### src/core/sdcs_pkg.sv
// package: sdram command codes, timing constants and request carriers for the controller
package sdcs_pkg;
  // clock period in picoseconds
  localparam int CLK_PERIOD_PS = 10000;
  // printed times in their own units
  localparam int INIT_PAUSE_US = 100;
  localparam int WRITE_RECOVERY_NS = 15;
  localparam int REFRESH_CYCLE_NS = 70;
  localparam int ROW_ACTIVE_NS = 44;
  localparam int PRECHARGE_PERIOD_NS = 20;
  localparam int SELF_EXIT_NS = 70;
  localparam int REFRESH_INTERVAL_NS = 15625;
  localparam int SELF_MIN_MS = 64;
  localparam int SELF_EXIT_MIN_CYC = 2;
  // derived cycle counts: least times round up
  localparam int INIT_PAUSE_CYC = (INIT_PAUSE_US * 1000000 + CLK_PERIOD_PS - 1) / CLK_PERIOD_PS;
  localparam int WR_CYC = (WRITE_RECOVERY_NS * 1000 + CLK_PERIOD_PS - 1) / CLK_PERIOD_PS;
  localparam int RFC_CYC = (REFRESH_CYCLE_NS * 1000 + CLK_PERIOD_PS - 1) / CLK_PERIOD_PS;
  localparam int RAS_CYC = (ROW_ACTIVE_NS * 1000 + CLK_PERIOD_PS - 1) / CLK_PERIOD_PS;
  localparam int RP_CYC = (PRECHARGE_PERIOD_NS * 1000 + CLK_PERIOD_PS - 1) / CLK_PERIOD_PS;
  localparam int XSR_RAW = (SELF_EXIT_NS * 1000 + CLK_PERIOD_PS - 1) / CLK_PERIOD_PS;
  localparam int XSR_CYC = (XSR_RAW < SELF_EXIT_MIN_CYC) ? SELF_EXIT_MIN_CYC : XSR_RAW;
  // a longest time rounds down; two refreshes per interval, so one every half
  localparam int REFI_CYC = (REFRESH_INTERVAL_NS * 1000 / 2) / CLK_PERIOD_PS;
  localparam int SELF_MIN_CYC = (SELF_MIN_MS * 100000) / (CLK_PERIOD_PS / 1000) * 10;
  localparam int RESET_ROWS = 4096;
  localparam int NUM_BANKS = 4;
  localparam int ROW_W = 12;
  localparam int COL_W = 9;
  localparam int DATA_W = 16;
  localparam int MASK_W = 2;
  localparam int TIMER_W = 32;

  // command pins {csN, rasN, casN, weN}
  typedef logic [3:0] sdcs_cmd_t;
  localparam sdcs_cmd_t CMD_INHIBIT = 4'h8;
  localparam sdcs_cmd_t CMD_NOP = 4'h7;
  localparam sdcs_cmd_t CMD_ACTIVE = 4'h3;
  localparam sdcs_cmd_t CMD_READ = 4'h5;
  localparam sdcs_cmd_t CMD_WRITE = 4'h4;
  localparam sdcs_cmd_t CMD_PRECHARGE = 4'h2;
  localparam sdcs_cmd_t CMD_REFRESH = 4'h1;
  localparam sdcs_cmd_t CMD_MODE_LOAD = 4'h0;
  // address bit 10 selects all banks on precharge
  localparam int ALL_BANKS_BIT = 10;
  localparam logic [ROW_W-1:0] MODE_VALUE = 12'h0_020; // read latency 2, burst length 1
  localparam logic [ROW_W-1:0] EXT_MODE_VALUE = 12'h0_000;
  localparam logic [1:0] EXT_MODE_BANK = 2'h2;

  // user request carrier
  typedef struct packed {
    logic write;
    logic [1:0] bank;
    logic [ROW_W-1:0] row;
    logic [COL_W-1:0] col;
    logic [DATA_W-1:0] wdata;
  } sdcs_req_s;

  // sdram pin carrier
  typedef struct packed {
    logic cke;
    sdcs_cmd_t cmd;
    logic [1:0] bank;
    logic [ROW_W-1:0] addr;
    logic [MASK_W-1:0] mask;
  } sdcs_pins_s;
endpackage : sdcs_pkg

### src/core/sdcs_controller.sv
// sdram controller: init, refresh, self refresh, power-down and single accesses
`timescale 1ns/1ps
`default_nettype none
module sdcs_controller
  import sdcs_pkg::*;
#(
  parameter int INIT_CYCLES = INIT_PAUSE_CYC,
  parameter int SELF_MIN_CYCLES = SELF_MIN_CYC,
  parameter int REFRESH_GAP = REFI_CYC,
  parameter int ROW_COUNT = RESET_ROWS
) (
  input wire logic clock,
  input wire logic rst,
  input wire logic reqValid,
  output logic reqReady,
  input wire sdcs_req_s req,
  output logic rdValid,
  output logic [DATA_W-1:0] rdData,
  input wire logic powerDownReq,
  input wire logic selfRefreshReq,
  output logic initDone,
  output logic inSelfRefresh,
  output sdcs_pins_s pins,
  output logic [DATA_W-1:0] dqOut,
  output logic dqOeN,
  input wire logic [DATA_W-1:0] dqIn
);
  // ***************************************************
  // state
  // ***************************************************
  typedef enum logic [4:0] {
    S_PAUSE, S_INIT_PRE, S_INIT_REF1, S_INIT_REF2, S_INIT_MODE, S_INIT_EXT,
    S_IDLE, S_REFRESH, S_ACTIVE, S_ACCESS, S_RD_WAIT, S_WR_RECOVER, S_PRECHARGE,
    S_PD_ENTER, S_PD, S_SR_PRE, S_SR_ENTER, S_SR, S_SR_EXIT, S_WAIT
  } sdcs_state_e;

  localparam int READ_LATENCY = 2;

  sdcs_state_e state;
  sdcs_state_e afterWait;
  sdcs_req_s held;
  logic timerLoad;
  logic [TIMER_W-1:0] timerValue;
  logic timerDone;
  logic refreshServed;
  logic refreshPending;
  logic [TIMER_W-1:0] selfTime;
  logic [TIMER_W-1:0] rowsDone;
  logic reentryOk;
  logic longSelf;
  logic [READ_LATENCY:0] rdPipe;
  logic [TIMER_W-1:0] lapse;

  sdcs_timer #(.WIDTH(TIMER_W)) waitTimer (
    .clock(clock),
    .rst(rst),
    .load(timerLoad),
    .value(timerValue),
    .done(timerDone)
  );

  sdcs_refresh_sched #(.INTERVAL(REFRESH_GAP)) refreshSched (
    .clock(clock),
    .rst(rst),
    .enable(initDone && state != S_SR),
    .served(refreshServed),
    .pending(refreshPending)
  );

  assign refreshServed = (state == S_IDLE || state == S_PD) && refreshPending
    && timerDone && state == S_IDLE;
  // ready mirrors the idle branch, so a request is never taken unseen or dropped
  assign reqReady = (state == S_IDLE) && timerDone && !refreshPending
    && (lapse != '0) && !selfRefreshReq && !powerDownReq;
  assign inSelfRefresh = (state == S_SR);

  // ***************************************************
  // sequencer
  // ***************************************************
  // one process for state, the return state, the held request and init done
  always_ff @(posedge clock or posedge rst) begin
    if (rst) begin
      state <= S_PAUSE;
      afterWait <= S_IDLE;
      held <= '0;
      initDone <= 1'b0;
    end else begin
      unique case (state)
        S_PAUSE: if (timerDone) state <= S_INIT_PRE;
        S_INIT_PRE: begin
          state <= S_WAIT;
          afterWait <= S_INIT_REF1;
        end
        // refreshes first, loads later, all before any activate
        S_INIT_REF1: begin
          state <= S_WAIT;
          afterWait <= S_INIT_REF2;
        end
        S_INIT_REF2: begin
          state <= S_WAIT;
          afterWait <= S_INIT_MODE;
        end
        S_INIT_MODE: begin
          state <= S_WAIT;
          afterWait <= S_INIT_EXT;
        end
        S_INIT_EXT: begin
          state <= S_WAIT;
          afterWait <= S_IDLE;
          initDone <= 1'b1;
        end
        S_WAIT: if (timerDone) state <= afterWait;
        S_IDLE: begin
          if (!timerDone) begin
            state <= S_IDLE;
          end else if (refreshPending) begin
            state <= S_REFRESH;
          end else if (lapse == '0 && initDone) begin
            state <= S_INIT_REF1;
          end else if (selfRefreshReq && reentryOk) begin
            state <= S_SR_PRE;
          end else if (reqValid && reqReady) begin
            held <= req;
            state <= S_ACTIVE;
          end else if (powerDownReq) begin
            state <= S_PD_ENTER;
          end
        end
        S_REFRESH: begin
          state <= S_WAIT;
          afterWait <= S_IDLE;
        end
        S_ACTIVE: begin
          state <= S_WAIT;
          afterWait <= S_ACCESS;
        end
        S_ACCESS: state <= held.write ? S_WR_RECOVER : S_RD_WAIT;
        S_RD_WAIT: if (timerDone) state <= S_PRECHARGE;
        S_WR_RECOVER: if (timerDone) state <= S_PRECHARGE;
        S_PRECHARGE: begin
          state <= S_WAIT;
          afterWait <= S_IDLE;
        end
        S_PD_ENTER: state <= S_PD;
        // power-down left when asked off or a refresh is owed
        S_PD: if (!powerDownReq || refreshPending) state <= S_IDLE;
        S_SR_PRE: begin
          state <= S_WAIT;
          afterWait <= S_SR_ENTER;
        end
        S_SR_ENTER: state <= S_SR;
        S_SR: if (!selfRefreshReq) state <= S_SR_EXIT;
        S_SR_EXIT: begin
          state <= S_WAIT;
          afterWait <= S_IDLE;
        end
      endcase
    end
  end

  // wait timer loads, chosen per state
  always_comb begin
    timerLoad = 1'b0;
    timerValue = '0;
    unique case (state)
      S_INIT_PRE, S_PRECHARGE, S_SR_PRE: begin
        timerLoad = 1'b1;
        timerValue = TIMER_W'(RP_CYC - 1);
      end
      S_INIT_REF1, S_INIT_REF2, S_REFRESH: begin
        timerLoad = 1'b1;
        timerValue = TIMER_W'(RFC_CYC - 1);
      end
      S_INIT_MODE, S_INIT_EXT: begin
        timerLoad = 1'b1;
        timerValue = TIMER_W'(1);
      end
      S_ACTIVE: begin
        timerLoad = 1'b1;
        timerValue = TIMER_W'(1);
      end
      S_ACCESS: begin
        timerLoad = 1'b1;
        timerValue = held.write ? TIMER_W'(RAS_CYC > WR_CYC ? RAS_CYC - 3 : WR_CYC)
                                : TIMER_W'(RAS_CYC > READ_LATENCY ? RAS_CYC - 3 : READ_LATENCY);
      end
      S_SR_EXIT: begin
        timerLoad = 1'b1;
        timerValue = TIMER_W'(XSR_CYC - 1);
      end
      default: begin
        timerLoad = (state == S_PAUSE) && (lapse == TIMER_W'(INIT_CYCLES));
        timerValue = TIMER_W'(INIT_CYCLES);
      end
    endcase
  end

  // power-up pause is loaded once from the lapse counter's reset value
  // lapse counts down a refresh period without any refresh; zero means lost rows
  always_ff @(posedge clock or posedge rst) begin
    if (rst) begin
      lapse <= TIMER_W'(INIT_CYCLES);
    end else if (state == S_PAUSE) begin
      lapse <= TIMER_W'(SELF_MIN_CYCLES);
    end else if (state == S_REFRESH || state == S_INIT_REF2 || state == S_SR) begin
      lapse <= TIMER_W'(SELF_MIN_CYCLES);
    end else if (lapse != '0) begin
      lapse <= lapse - 1'b1;
    end
  end

  // self refresh length and rows refreshed since exit
  always_ff @(posedge clock or posedge rst) begin
    if (rst) begin
      selfTime <= '0;
      rowsDone <= '0;
      longSelf <= 1'b0;
    end else if (state == S_SR_ENTER) begin
      selfTime <= '0;
      rowsDone <= '0;
    end else if (state == S_SR) begin
      if (selfTime != TIMER_W'(SELF_MIN_CYCLES)) selfTime <= selfTime + 1'b1;
      longSelf <= (selfTime >= TIMER_W'(SELF_MIN_CYCLES - 1));
    end else if (state == S_REFRESH && rowsDone != TIMER_W'(ROW_COUNT)) begin
      rowsDone <= rowsDone + 1'b1;
    end
  end

  // early re-entry relies on the scheduler keeping two refreshes per interval
  assign reentryOk = !longSelf ? (rowsDone == TIMER_W'(ROW_COUNT)) || !initDone
    || (selfTime == '0) : 1'b1;

  // ***************************************************
  // pins
  // ***************************************************
  // registered command, address and mask
  always_ff @(posedge clock or posedge rst) begin
    if (rst) begin
      pins <= '{cke: 1'b1, cmd: CMD_INHIBIT, bank: 2'h0, addr: '0, mask: '1};
    end else begin
      pins.cmd <= CMD_NOP;
      pins.bank <= 2'h0;
      pins.addr <= '0;
      pins.mask <= initDone ? '0 : '1;
      pins.cke <= !(state == S_PD_ENTER || state == S_PD || state == S_SR_ENTER
        || state == S_SR) || (state == S_PD && (!powerDownReq || refreshPending));
      unique case (state)
        S_INIT_PRE, S_PRECHARGE, S_SR_PRE: begin
          pins.cmd <= CMD_PRECHARGE;
          pins.addr[ALL_BANKS_BIT] <= 1'b1;
        end
        S_INIT_REF1, S_INIT_REF2, S_REFRESH: pins.cmd <= CMD_REFRESH;
        S_SR_ENTER: pins.cmd <= CMD_REFRESH;
        S_INIT_MODE: begin
          pins.cmd <= CMD_MODE_LOAD;
          pins.addr <= MODE_VALUE;
        end
        S_INIT_EXT: begin
          pins.cmd <= CMD_MODE_LOAD;
          pins.bank <= EXT_MODE_BANK;
          pins.addr <= EXT_MODE_VALUE;
        end
        S_ACTIVE: begin
          pins.cmd <= CMD_ACTIVE;
          pins.bank <= held.bank;
          pins.addr <= held.row;
        end
        S_ACCESS: begin
          pins.cmd <= held.write ? CMD_WRITE : CMD_READ;
          pins.bank <= held.bank;
          pins.addr <= ROW_W'(held.col);
        end
        default: pins.cmd <= (state == S_SR || state == S_PD) ? CMD_INHIBIT : CMD_NOP;
      endcase
    end
  end

  // write data driven with the write command, one word
  always_ff @(posedge clock or posedge rst) begin
    if (rst) begin
      dqOut <= '0;
      dqOeN <= 1'b1;
    end else begin
      dqOut <= (state == S_ACCESS) ? held.wdata : dqOut;
      dqOeN <= !(state == S_ACCESS && held.write);
    end
  end

  // read data returns read latency cycles after the read command
  always_ff @(posedge clock or posedge rst) begin
    if (rst) begin
      rdPipe <= '0;
      rdValid <= 1'b0;
      rdData <= '0;
    end else begin
      rdPipe <= {rdPipe[READ_LATENCY-1:0], state == S_ACCESS && !held.write};
      rdValid <= rdPipe[READ_LATENCY];
      rdData <= rdPipe[READ_LATENCY] ? dqIn : rdData;
    end
  end
endmodule // sdcs_controller
`default_nettype wire

### src/core/sdcs_timer.sv
// down counter that reports when a programmed wait has run out
`timescale 1ns/1ps
`default_nettype none
module sdcs_timer
  import sdcs_pkg::*;
#(
  parameter int WIDTH = TIMER_W
) (
  input wire logic clock,
  input wire logic rst,
  input wire logic load,
  input wire logic [WIDTH-1:0] value,
  output logic done
);
  logic [WIDTH-1:0] count;

  // load a count, then run down to zero
  always_ff @(posedge clock or posedge rst) begin
    if (rst) begin
      count <= '0;
    end else if (load) begin
      count <= value;
    end else if (count != '0) begin
      count <= count - 1'b1;
    end
  end

  assign done = (count == '0) && !load;
endmodule // sdcs_timer
`default_nettype wire

### src/core/sdcs_refresh_sched.sv
// refresh interval tracker: raises a request every half interval and counts debt
`timescale 1ns/1ps
`default_nettype none
module sdcs_refresh_sched
  import sdcs_pkg::*;
#(
  parameter int INTERVAL = REFI_CYC
) (
  input wire logic clock,
  input wire logic rst,
  input wire logic enable,
  input wire logic served,
  output logic pending
);
  logic [TIMER_W-1:0] tick;
  logic [3:0] debt;
  logic due;

  assign due = enable && (tick == TIMER_W'(INTERVAL - 1));

  // interval counter
  always_ff @(posedge clock or posedge rst) begin
    if (rst) begin
      tick <= '0;
    end else if (!enable || due) begin
      tick <= '0;
    end else begin
      tick <= tick + 1'b1;
    end
  end

  // owed refreshes: a new tick and a service in one cycle cancel out
  always_ff @(posedge clock or posedge rst) begin
    if (rst) begin
      debt <= '0;
    end else if (due && !served) begin
      debt <= (debt == 4'hf) ? debt : debt + 1'b1;
    end else if (served && !due && debt != '0) begin
      debt <= debt - 1'b1;
    end
  end

  assign pending = (debt != '0);
endmodule // sdcs_refresh_sched
`default_nettype wire

### config.mk
export PLATFORM = sky130hd
export DESIGN_NAME = sdcs_controller
export DESIGN_NICKNAME = d
export VERILOG_FILES = /design/src/core/sdcs_pkg.sv /design/src/core/sdcs_controller.sv /design/src/core/sdcs_timer.sv /design/src/core/sdcs_refresh_sched.sv
export SDC_FILE = /design/constraint.sdc
export NUM_CORES = 1
export LEC_CHECK = 0
export BUFFER_PORTS_ARGS = -buffer_cell sky130_fd_sc_hd__buf_4
export CAP_MARGIN = 20
export CORE_ASPECT_RATIO = 0.6
export CORE_MARGIN = 2
export CORE_UTILIZATION = 65
export CTS_CLUSTER_SIZE = 30
export DETAILED_ROUTE_END_ITERATION = 8
export GPL_TIMING_DRIVEN = 0
export MAX_ROUTING_LAYER = met4
export PLACE_DENSITY_LB_ADDON = 0.25
export SLEW_MARGIN = 20
export SYNTH_ARGS = -nofsm -noshare
export SYNTH_HDL_FRONTEND = slang
export SYNTH_HIERARCHICAL = 1
export SYNTH_SLANG_ARGS = --single-unit
### constraint.sdc
create_clock -name clock -period 16.9 [get_ports clock]
set_clock_uncertainty 0.05 [all_clocks]
set_input_delay 3.38 -clock clock [delete_from_list [all_inputs] [get_ports clock]]
set_output_delay 3.38 -clock clock [all_outputs]
set_load 0.02 [all_outputs]
-- Word level (Yosys, flattened, before mapping)
Cells that the tools add are included.
- flip-flop bits (word level): 274
- input bits: 61
- output and inout bits: 58
- logic and storage cells: 186
- add/sub/neg operators: 7
- magnitude comparators: 1
- equal/unequal tests: 34
- mux-type cells: 40
- bitwise gates (word level): 4
- reductions and logical operators: 75
- operator list (kind ; number):
    2-to-1 mux 32 bit ; 12
    adder 32 x 1 -> 32 bit, second input constant ; 3
    zero test 32 bit ; 3
    nonzero test 32 bit ; 2
    subtractor 32 x 1 -> 32 bit, second input constant ; 2
    2-to-1 mux 5 bit ; 11
    one-hot mux 5 bit (10 select lines) ; 1
    one-hot mux 14 bit (3 select lines) ; 1
    equality test 5 x 4 -> 1 bit, second input constant ; 8
    one-hot mux 5 bit (7 select lines) ; 1
    equality test 32 x 10 -> 1 bit, second input constant ; 1
    equality test 32 x 13 -> 1 bit, second input constant ; 1
    equality test 32 x 14 -> 1 bit, second input constant ; 1
    >= comparator 32 x 23 -> 1 bit, second input constant ; 1
    != test 32 x 13 -> 1 bit, second input constant ; 1
    != test 32 x 23 -> 1 bit, second input constant ; 1
    one-hot mux 10 bit (3 select lines) ; 1
    logical AND 1 bit ; 22
    equality test 5 x 3 -> 1 bit, second input constant ; 4
    equality test 5 bit, second input constant ; 4
    one-hot mux 4 bit (5 select lines) ; 1
    2-to-1 mux 4 bit ; 4
    logical OR 1 bit ; 12
    AND reduction 6 bit ; 2
    other kinds (27) ; 61

-- Depth between registers and ports, before layout
Gate-level depths: netlist of the first run.
- word-level depth: 17
- gate-level depth with buffers: 20

-- By module
The synthesis of the first run kept the hierarchy.
- modules (own cells, without submodules) (module ; instances ; cells an instance ; area an instance (um2) ; sequential area each (um2)):
    sdcs_controller ; 1 ; 924 ; 9766.9 ; 5143.7
    sdcs_timer ; 1 ; 218 ; 1990.7 ; 800.8
    sdcs_refresh_sched ; 1 ; 190 ; 1938.1 ; 900.9

-- Worst setup path after synthesis of the first run
Ideal clock, no wire load.
- kind: input port to output port
- from: in selfRefreshReq
- to: out reqReady
- arrival time: 4.099 ns
- data required time: 13.470 ns
- path slack: 9.371 ns
- cell stages on the path: 1
- cells stage by stage: nor4_1
- word-level cells in the longest chain between the ends: 3
- ends and longest elaborated chain (item ; line ; text):
    start, declared ; sdcs_controller.sv:20 ; input wire logic selfRefreshReq,
    zero test 1 bit ; n/a ;
    logical AND 1 bit (2 in series) ; sdcs_controller.sv:74 ; && (lapse != '0) && !selfRefreshReq && !powerDownReq;
    end, declared ; sdcs_controller.sv:15 ; output logic reqReady,
No other way between the ends.

-- Final worst setup path of the first run
- from: reg state[3]
- to: out reqReady
- word-level cells in the longest chain between the ends: 10
- ends and longest elaborated chain (item ; line ; text):
    start, declared ; sdcs_controller.sv:39 ; sdcs_state_e state;
    start signal, assigned ; sdcs_controller.sv:112 ; S_WAIT: if (timerDone) state <= afterWait;
    start signal, assigned ; sdcs_controller.sv:137 ; S_ACCESS: state <= held.write ? S_WR_RECOVER : S_RD_WAIT;
    equality test 5 x 3 -> 1 bit, or another cell as far along ; sdcs_controller.sv:165 ; unique case (state)
    OR reduction 11 bit (no line) or logical AND 1 bit (tied branches) ; n/a ;
    2-to-1 mux 1 bit * ; sdcs_controller.sv:165 ;
    named net timerLoad ; sdcs_controller.sv:42 ; logic timerLoad;
    zero test 1 bit * ; sdcs_timer.sv:28 ; assign done = (count == '0) && !load;
    logical AND 1 bit * ; sdcs_timer.sv:28 ;
    named net timerDone ; sdcs_controller.sv:44 ; logic timerDone;
    logical AND 1 bit * (2 in series) ; sdcs_controller.sv:73 ; assign reqReady = (state == S_IDLE) && timerDone && !refreshPending
    logical AND 1 bit * (3 in series) ; sdcs_controller.sv:74 ;
The timed path passes the listed nets; every way through them passes the cells marked *.

==> results of run 1 <==
## synth_stat cells, drive strengths merged, types with 13 or more instances
library cell	instances
or4	13
xor2	95
o31ai	16
nor2	161
nor4	37
xnor2	29
inv	21
o21ai	53
clkbuf	40
nand2	110
nand3	63
dfrtp	262
nor2b	14
a21oi	44
buf	21
and3	20
nand4	43
mux2	81
nor3	33
and4	16
or3	22
## cell type report
class	count	share of cell area
Multi-Input combinational cell	998	0.409
Buffer	61	0.0166
Sequential cell	273	0.426
Timing Repair Buffer	120	0.0585
Inverter	23	0.00584
Clock inverter	16	0.0173
Tap cell	279	0.0217
Clock buffer	31	0.0448
## power by group through the flow
stage	registers (mW)	clock network (mW)	logic [mW]
after floorplan	0.878	0	0.495
after global placement	0.864	0	0.725
after detailed placement	0.869	0	0.748
after CTS	0.860	0.683	0.752
after global routing	0.876	0.714	0.838
final	0.864	0.673	0.764
## logic make-up (layout without fill, tap and decap cells)
group,after synthesis,in the layout,synth area share
and+or+nand+nor,576,576,0.230
DFF,273,273,0.500
AOI/OAI and AO/OA,177,177,0.0836
xor gates and xnor gates,124,124,0.0793
muxes,85,85,0.0698
buffers and inverters,84,251,0.0258
adders and majority gates,12,12,0.0115
other,1,24,0.000274
## critical path: stages (launching register included)
cell      delay (ns)
dfrtp_1         0.42
clkbuf_1        0.27
or2_2           0.34
clkbuf_1        0.22
nor2_1          0.33
a21oi_1         0.08
o22ai_1         0.22
a221o_1         0.30
nand2_1         0.08
clkbuf_1        0.24
clkbuf_1        0.30
nor2_1          0.31
nor2b_1         0.31
nand3_1         0.18
nor4_1          0.29
buf_4           0.21
## layer usage
layer  track usage  vias up  part of all wire
met5             -        -                 0
met4        0.0590        0             0.013
met3        0.0736       39             0.092
met2         0.469      490              0.44
met1         0.473     5368              0.46
li1              -     5079                 -
## registers in the layout, indices dropped and copies added (netlist names), 5 cells and up
signal and count:
waitTimer/count 32, rdData 16, dqOut 16, state 5, refreshSched/tick 32, selfTime 32, lapse 32, held 40
pins 20, rowsDone 32, afterWait 5
## path summary, 6_finish.rpt
check / to / start / slack (ns) / cells past startpoint
hold / removal: rdPipe[1] / rdPipe[0] / 0.30 / 0
setup / recovery: reqReady / state[3] / 8.81 / 15
max in group asynchronous: lapse[9] / rst / 13.23 / 3
min in group asynchronous: dqOut[1] / rst / 2.79 / 2
hold reg to reg: rdPipe[1] / rdPipe[0] / 0.30 / 0
setup reg to reg: refreshSched/debt[3] / state[3] / 11.70 / 20
## stage by stage
step	utilization	area, um2
after floorplan	-	13800
after global placement	0.721	15000
after detailed placement	0.724	15100
after CTS	0.772	16100
after global routing	0.772	16100
final	0.772	16100
==> metrics.cfg, run 1 <==
[logic_synthesis]
ys_types = 85
yosysWarnings = 6
synth-seq-cells = 273
avgSynthCellArea_um2 = 10.3
synth-edff-count = 0
seq_area_frac_synth = 0.500
synth_cells = 1332
synth_flop_cell = dfrtp_1
async_flop_share = 1.00
synthTopCellsByArea = dfrtp_1 48%, mux2_2 6.5%, xor2_1 6.1%
netlist_area_mm2 = 0.0137
synth_top_area_frac = 0.479
yosysTopAreaCell = dfrtp_1

[global_route]
grt_usage = 0.323
grt_start_max_net_pins = 82
grt_pass1_vias = 10600
overflow = 0
grt_antenna_before_repair = 0
grt_pass1_wl_um = 55500

[power_and_ir_drop]
peakVddDrop_mv = 0.149
internal-power_mw = 1.46
seqPwrFrac = 0.375
power_mw = 2.30
p_leak_nw = 7.41
p_sw_mw = 0.844
p_per_area_mw_per_mm2 = 143
p_clk_frac = 0.292
pwr-share-comb = 0.332
sw_frac_of_total = 0.367

[flow_run]
maxCapViolations = 0

[finish]
final_cell_mix = 262 x dfrtp_1, 159 x nor2_1, 122 x buf_4
drive_above_1_share = 0.211
area_delta_synth_final_pct = 17.4
final_cells = 1801
num_antenna_cells = 0
seqCellArea_mm2 = 0.00685
final_common_cell = dfrtp_1
nNetsFinal = 1576
final.fill_count = 1352
multiInputGateArea_mm2 = 0.00658

[die]
num_rows = 41
io_pins = 119
start_util = 0.658
dieWidth_um = 191
die-height_um = 116
die-area_mm2 = 0.0223
core_mm2 = 0.0208

[critical_path]
cp-end-kind = primary output
worstPathArrival_ns = 4.66
path_max_fanout = 10
worst_ep_required_time_ns = 13.47
path_class = reg2out
startpoint_type = flop

[routing]
drtAntennaViolNets = 0
dr.pass1.iters = 6
vias_per_cell = 6.09
drtIter0Drc = 1170
drt-total-wl_um = 33700
drt_drc_violations_left = 0
vias = 11000
avgRoutedWirePerCell_um = 18.7

[timing]
slew_viol_final = 0
period_needed_ns = 8.09
relSlewSlack = 0.244
fin_tns_setup_ns = 0
worstMarginPinSlew_ns = 1.13
fin_hold_ws_ns = 0.303
setup_slack_ns = 8.81
rsz0062_at_grt = no
finalHoldViolations = 0
fmax_ghz = 0.124
fin_crit_sh = 0.479
setup_viol_count_final = 0

[clocking]
clk_pin_slew_ns = 0.07
cts_sinks = 273
cts_buffers = 26
clockBufferDepth = 3
cts_resized = 0
hold_buffers = 0
cts_setup_buffers = 0
htree_levels = 1
cts_root_buffer = clkbuf_16
cts_tree = done
worstSkewPairLatency_ns = 0.55

[place]
dp_hpwl_um = 23400
dp.cells = 1754
dp_slack_ns = 9.40
gp_congestion = 0.962
io_buffer_count = 118

[status]
status = finished clean

[worst_hold_path]
hold_path.class = reg2reg

Power figures use the tool's default switching activity.
==> run 2: changes to the inputs <==
CORE_UTILIZATION = 60   (was 65)
clock period = 8.2 ns   (was 16.9 ns; I/O delays follow)
==> run 2 against run 1 <==
  * Cell count grew 1.6%
  * Clock power grew 95%
  * First-iteration DRC count shrank 28%
  * Total power grew 100%
  * Non-clock buffer count shrank 1
  * Critical endpoint unchanged
  * Largest power group unchanged
==> metrics.cfg, run 2 (synthesis results as in run 1) <==
[global_route]
grt_usage = 0.291  ; was 0.323
grt_antenna_before_repair = 0  ; unchanged
grt_pass1_wl_um = 54200  ; was 55500 um
grt_pass1_vias = 10500  ; was 10.6k
overflow = 0  ; unchanged
grt_start_max_net_pins = 107  ; was 82

[timing]
fin_hold_ws_ns = 0.308  ; was 0.303 ns
finalHoldViolations = 0  ; unchanged
rsz0062_at_grt = no  ; unchanged
period_needed_ns = 6.28
fmax_ghz = 0.159
slew_viol_final = 0  ; unchanged
relSlewSlack = 0.269  ; was 0.244
fin_crit_sh = 0.766
worstMarginPinSlew_ns = 1.09  ; was 1.13 ns
setup_viol_count_final = 0  ; unchanged

[critical_path]
startpoint_type = flop  ; unchanged
worstPathArrival_ns = 4.59  ; was 4.66 ns
cpMaxStageDelayCell = buf_1  ; was dfrtp_1
path_max_fanout = 10  ; unchanged
path_delay_family = buffers and inverters  ; was simple AND/OR/NAND/NOR gates
slowest_delay_ns = 0.48  ; was 0.42 ns
cp-end-kind = primary output  ; unchanged
cp.buffers_inverters = 6  ; was 5
path_class = reg2out  ; unchanged
worst_ep_required_time_ns = 6.51  ; was 13.47 ns
r2r_cells = 20  ; unchanged
reg2reg_setup_slack_ns = 3.06  ; was 11.70 ns
crit-reg2reg-launch = state[3]  ; unchanged
path_common_cell = clkbuf_1  ; unchanged
worstSetupStartpoint = state[0]  ; was state[3]
crit_chain = clkbuf_1 -> clkbuf_1 -> buf_1 -> a221o_1 -> nand2_1 -> clkbuf_1 -> clkbuf_1 -> nor2_1 -> nor2b_1 -> nand3_1 -> nor4_1 -> buf_4  ; was clkbuf_1 -> or2_2 -> clkbuf_1 -> nor2_1 -> a21oi_1 -> o22ai_1 -> a221o_1 -> nand2_1 -> clkbuf_1 -> clkbuf_1 -> nor2_1 -> nor2b_1 -> nand3_1 -> nor4_1 -> buf_4
r2r_end = refreshSched/debt[3]  ; unchanged

[finish]
seqCellArea_mm2 = 0.00685  ; unchanged
drive_above_1_share = 0.207  ; was 0.211
final_common_cell = dfrtp_1  ; unchanged
num_antenna_cells = 0  ; unchanged
final.fill_count = 1649  ; was 1352
area_delta_synth_final_pct = 17.0  ; was 17.4%
multiInputGateArea_mm2 = 0.00658  ; unchanged
fin_area_mm2 = 0.0160  ; was 0.0161 mm2
largest_reg_flops = 40  ; unchanged
nNetsFinal = 1575  ; was 1576
final_cells = 1830  ; was 1801
largest_register = held  ; unchanged
final_cell_mix = 262 x dfrtp_1, 159 x nor2_1, 122 x buf_4  ; unchanged

[place]
dp.cells = 1782  ; was 1754
io_buffer_count = 118  ; unchanged
gp_congestion = 0.978  ; was 0.962
place_area_mm2 = 0.0151  ; about the same
dp_hpwl_um = 23300  ; was 23400 um

[routing]
drt_drc_violations_left = 0  ; unchanged
vias_per_cell = 5.84  ; was 6.09
drtIter0Drc = 843  ; was 1170
met2_wirelength_um = 14100  ; was 14800 um
dr.pass1.iters = 5  ; was 6
wl_met1_um = 15700  ; was 15400 um
vias = 10700  ; was 11.0k
avgRoutedWirePerCell_um = 18.0  ; was 18.7 um
routed.top_layer = met4  ; unchanged
drt-total-wl_um = 32900  ; was 33700 um
drtAntennaViolNets = 0  ; unchanged
dr_wl_met3_um = 2750  ; was 3100 um

[clocking]
cts_tree = done  ; unchanged
cts_buffers = 26  ; unchanged
clockBufferDepth = 3  ; unchanged
cts_setup_buffers = 0  ; unchanged
cts_root_buffer = clkbuf_16  ; unchanged
hold_buffers = 0  ; unchanged
worstSkewPairLatency_ns = 0.54  ; was 0.55 ns
cts_sinks = 273  ; unchanged
cts_resized = 0  ; unchanged
htree_levels = 1  ; unchanged
clk_pin_slew_ns = 0.07  ; about the same

[die]
start_util = 0.616  ; was 0.658
die-area_mm2 = 0.0241  ; was 0.0223 mm2
die-height_um = 121  ; was 116 um
dieWidth_um = 199  ; was 191 um
io_pins = 119  ; unchanged
core_mm2 = 0.0222  ; was 0.0208 mm2
num_rows = 42  ; was 41

[worst_hold_path]
worstHoldStart = rdPipe[0]  ; unchanged
hold_path.class = reg2reg  ; unchanged
whs_path_depth = 0  ; unchanged
whs_endpoint = rdPipe[1]  ; unchanged

[power_and_ir_drop]
p_leak_nw = 7.37  ; was 7.41 nW
p_per_area_mw_per_mm2 = 290  ; was 143 mW/mm2
peakVddDrop_mv = 0.187  ; was 0.149 mV

[flow_run]
maxCapViolations = 0  ; unchanged

[status]
status = finished clean  ; unchanged

==> run 2: changes by cell type in the layout (fill, tap and decap cells not counted), moves of 2 or more <==
cell	change
bufinv_16	-2
clkbuf_1	+6
clkinv_2	-3
clkinv_4	+3
==> run 2: through the flow <==
stage / util / total power, mW / worst slack [ns] / setup TNS, ns
after global placement: 0.677 / 3.28 / -1.35 / -260.40
after detailed placement: 0.679 / 3.32 / 2.60 / 0
after floorplan: - / 2.83 / 0.932 / 0
after CTS: 0.721 / 4.64 / 2.01 / 0
final: 0.721 / 4.64 / 1.92 / 0
after global routing: 0.721 / 4.92 / 1.66 / 0
==> run 2: how the worst max path moves through the flow <==
| stage | slack [ns] | cells after the start | end |
|---|---|---|---|
| 6_report | 1.92 | 12 | reqReady |
| 5_1_grt | 1.66 | 12 | reqReady |
| 4_1_cts | 2.01 | 15 | reqReady |
| 3_5_place_dp | 2.60 | 15 | reqReady |
| 3_3_place_gp | -1.35 | 2 | dqOut[10] |
| 2_1_floorplan | 0.93 | 1 | afterWait[0] |
==> run 2: report_power, final <==
group | switching (mW) | total [mW] | internal [mW]
logic | 0.988 | 1.56 | 0.574
clock network | 0.525 | 1.31 | 0.786
registers | 0.197 | 1.77 | 1.57
total | 1.71 | 4.64 | 2.93
==> run 2: layout make-up <==
class                           count  area share
Sequential cell                   273       0.427
Tap cell                          308      0.0240
Multi-Input combinational cell    998       0.411
Buffer                             61      0.0166
Clock inverter                     12      0.0130
Inverter                           23     0.00586
Clock buffer                       36      0.0455
Timing Repair Buffer              119      0.0570
==> run 2: per-layer routing <==
metal,vias up,global-route usage
li1,5060,-
met2,377,0.413
met5,-,-
met4,0,0.0527
met1,5218,0.425
met3,40,0.0773
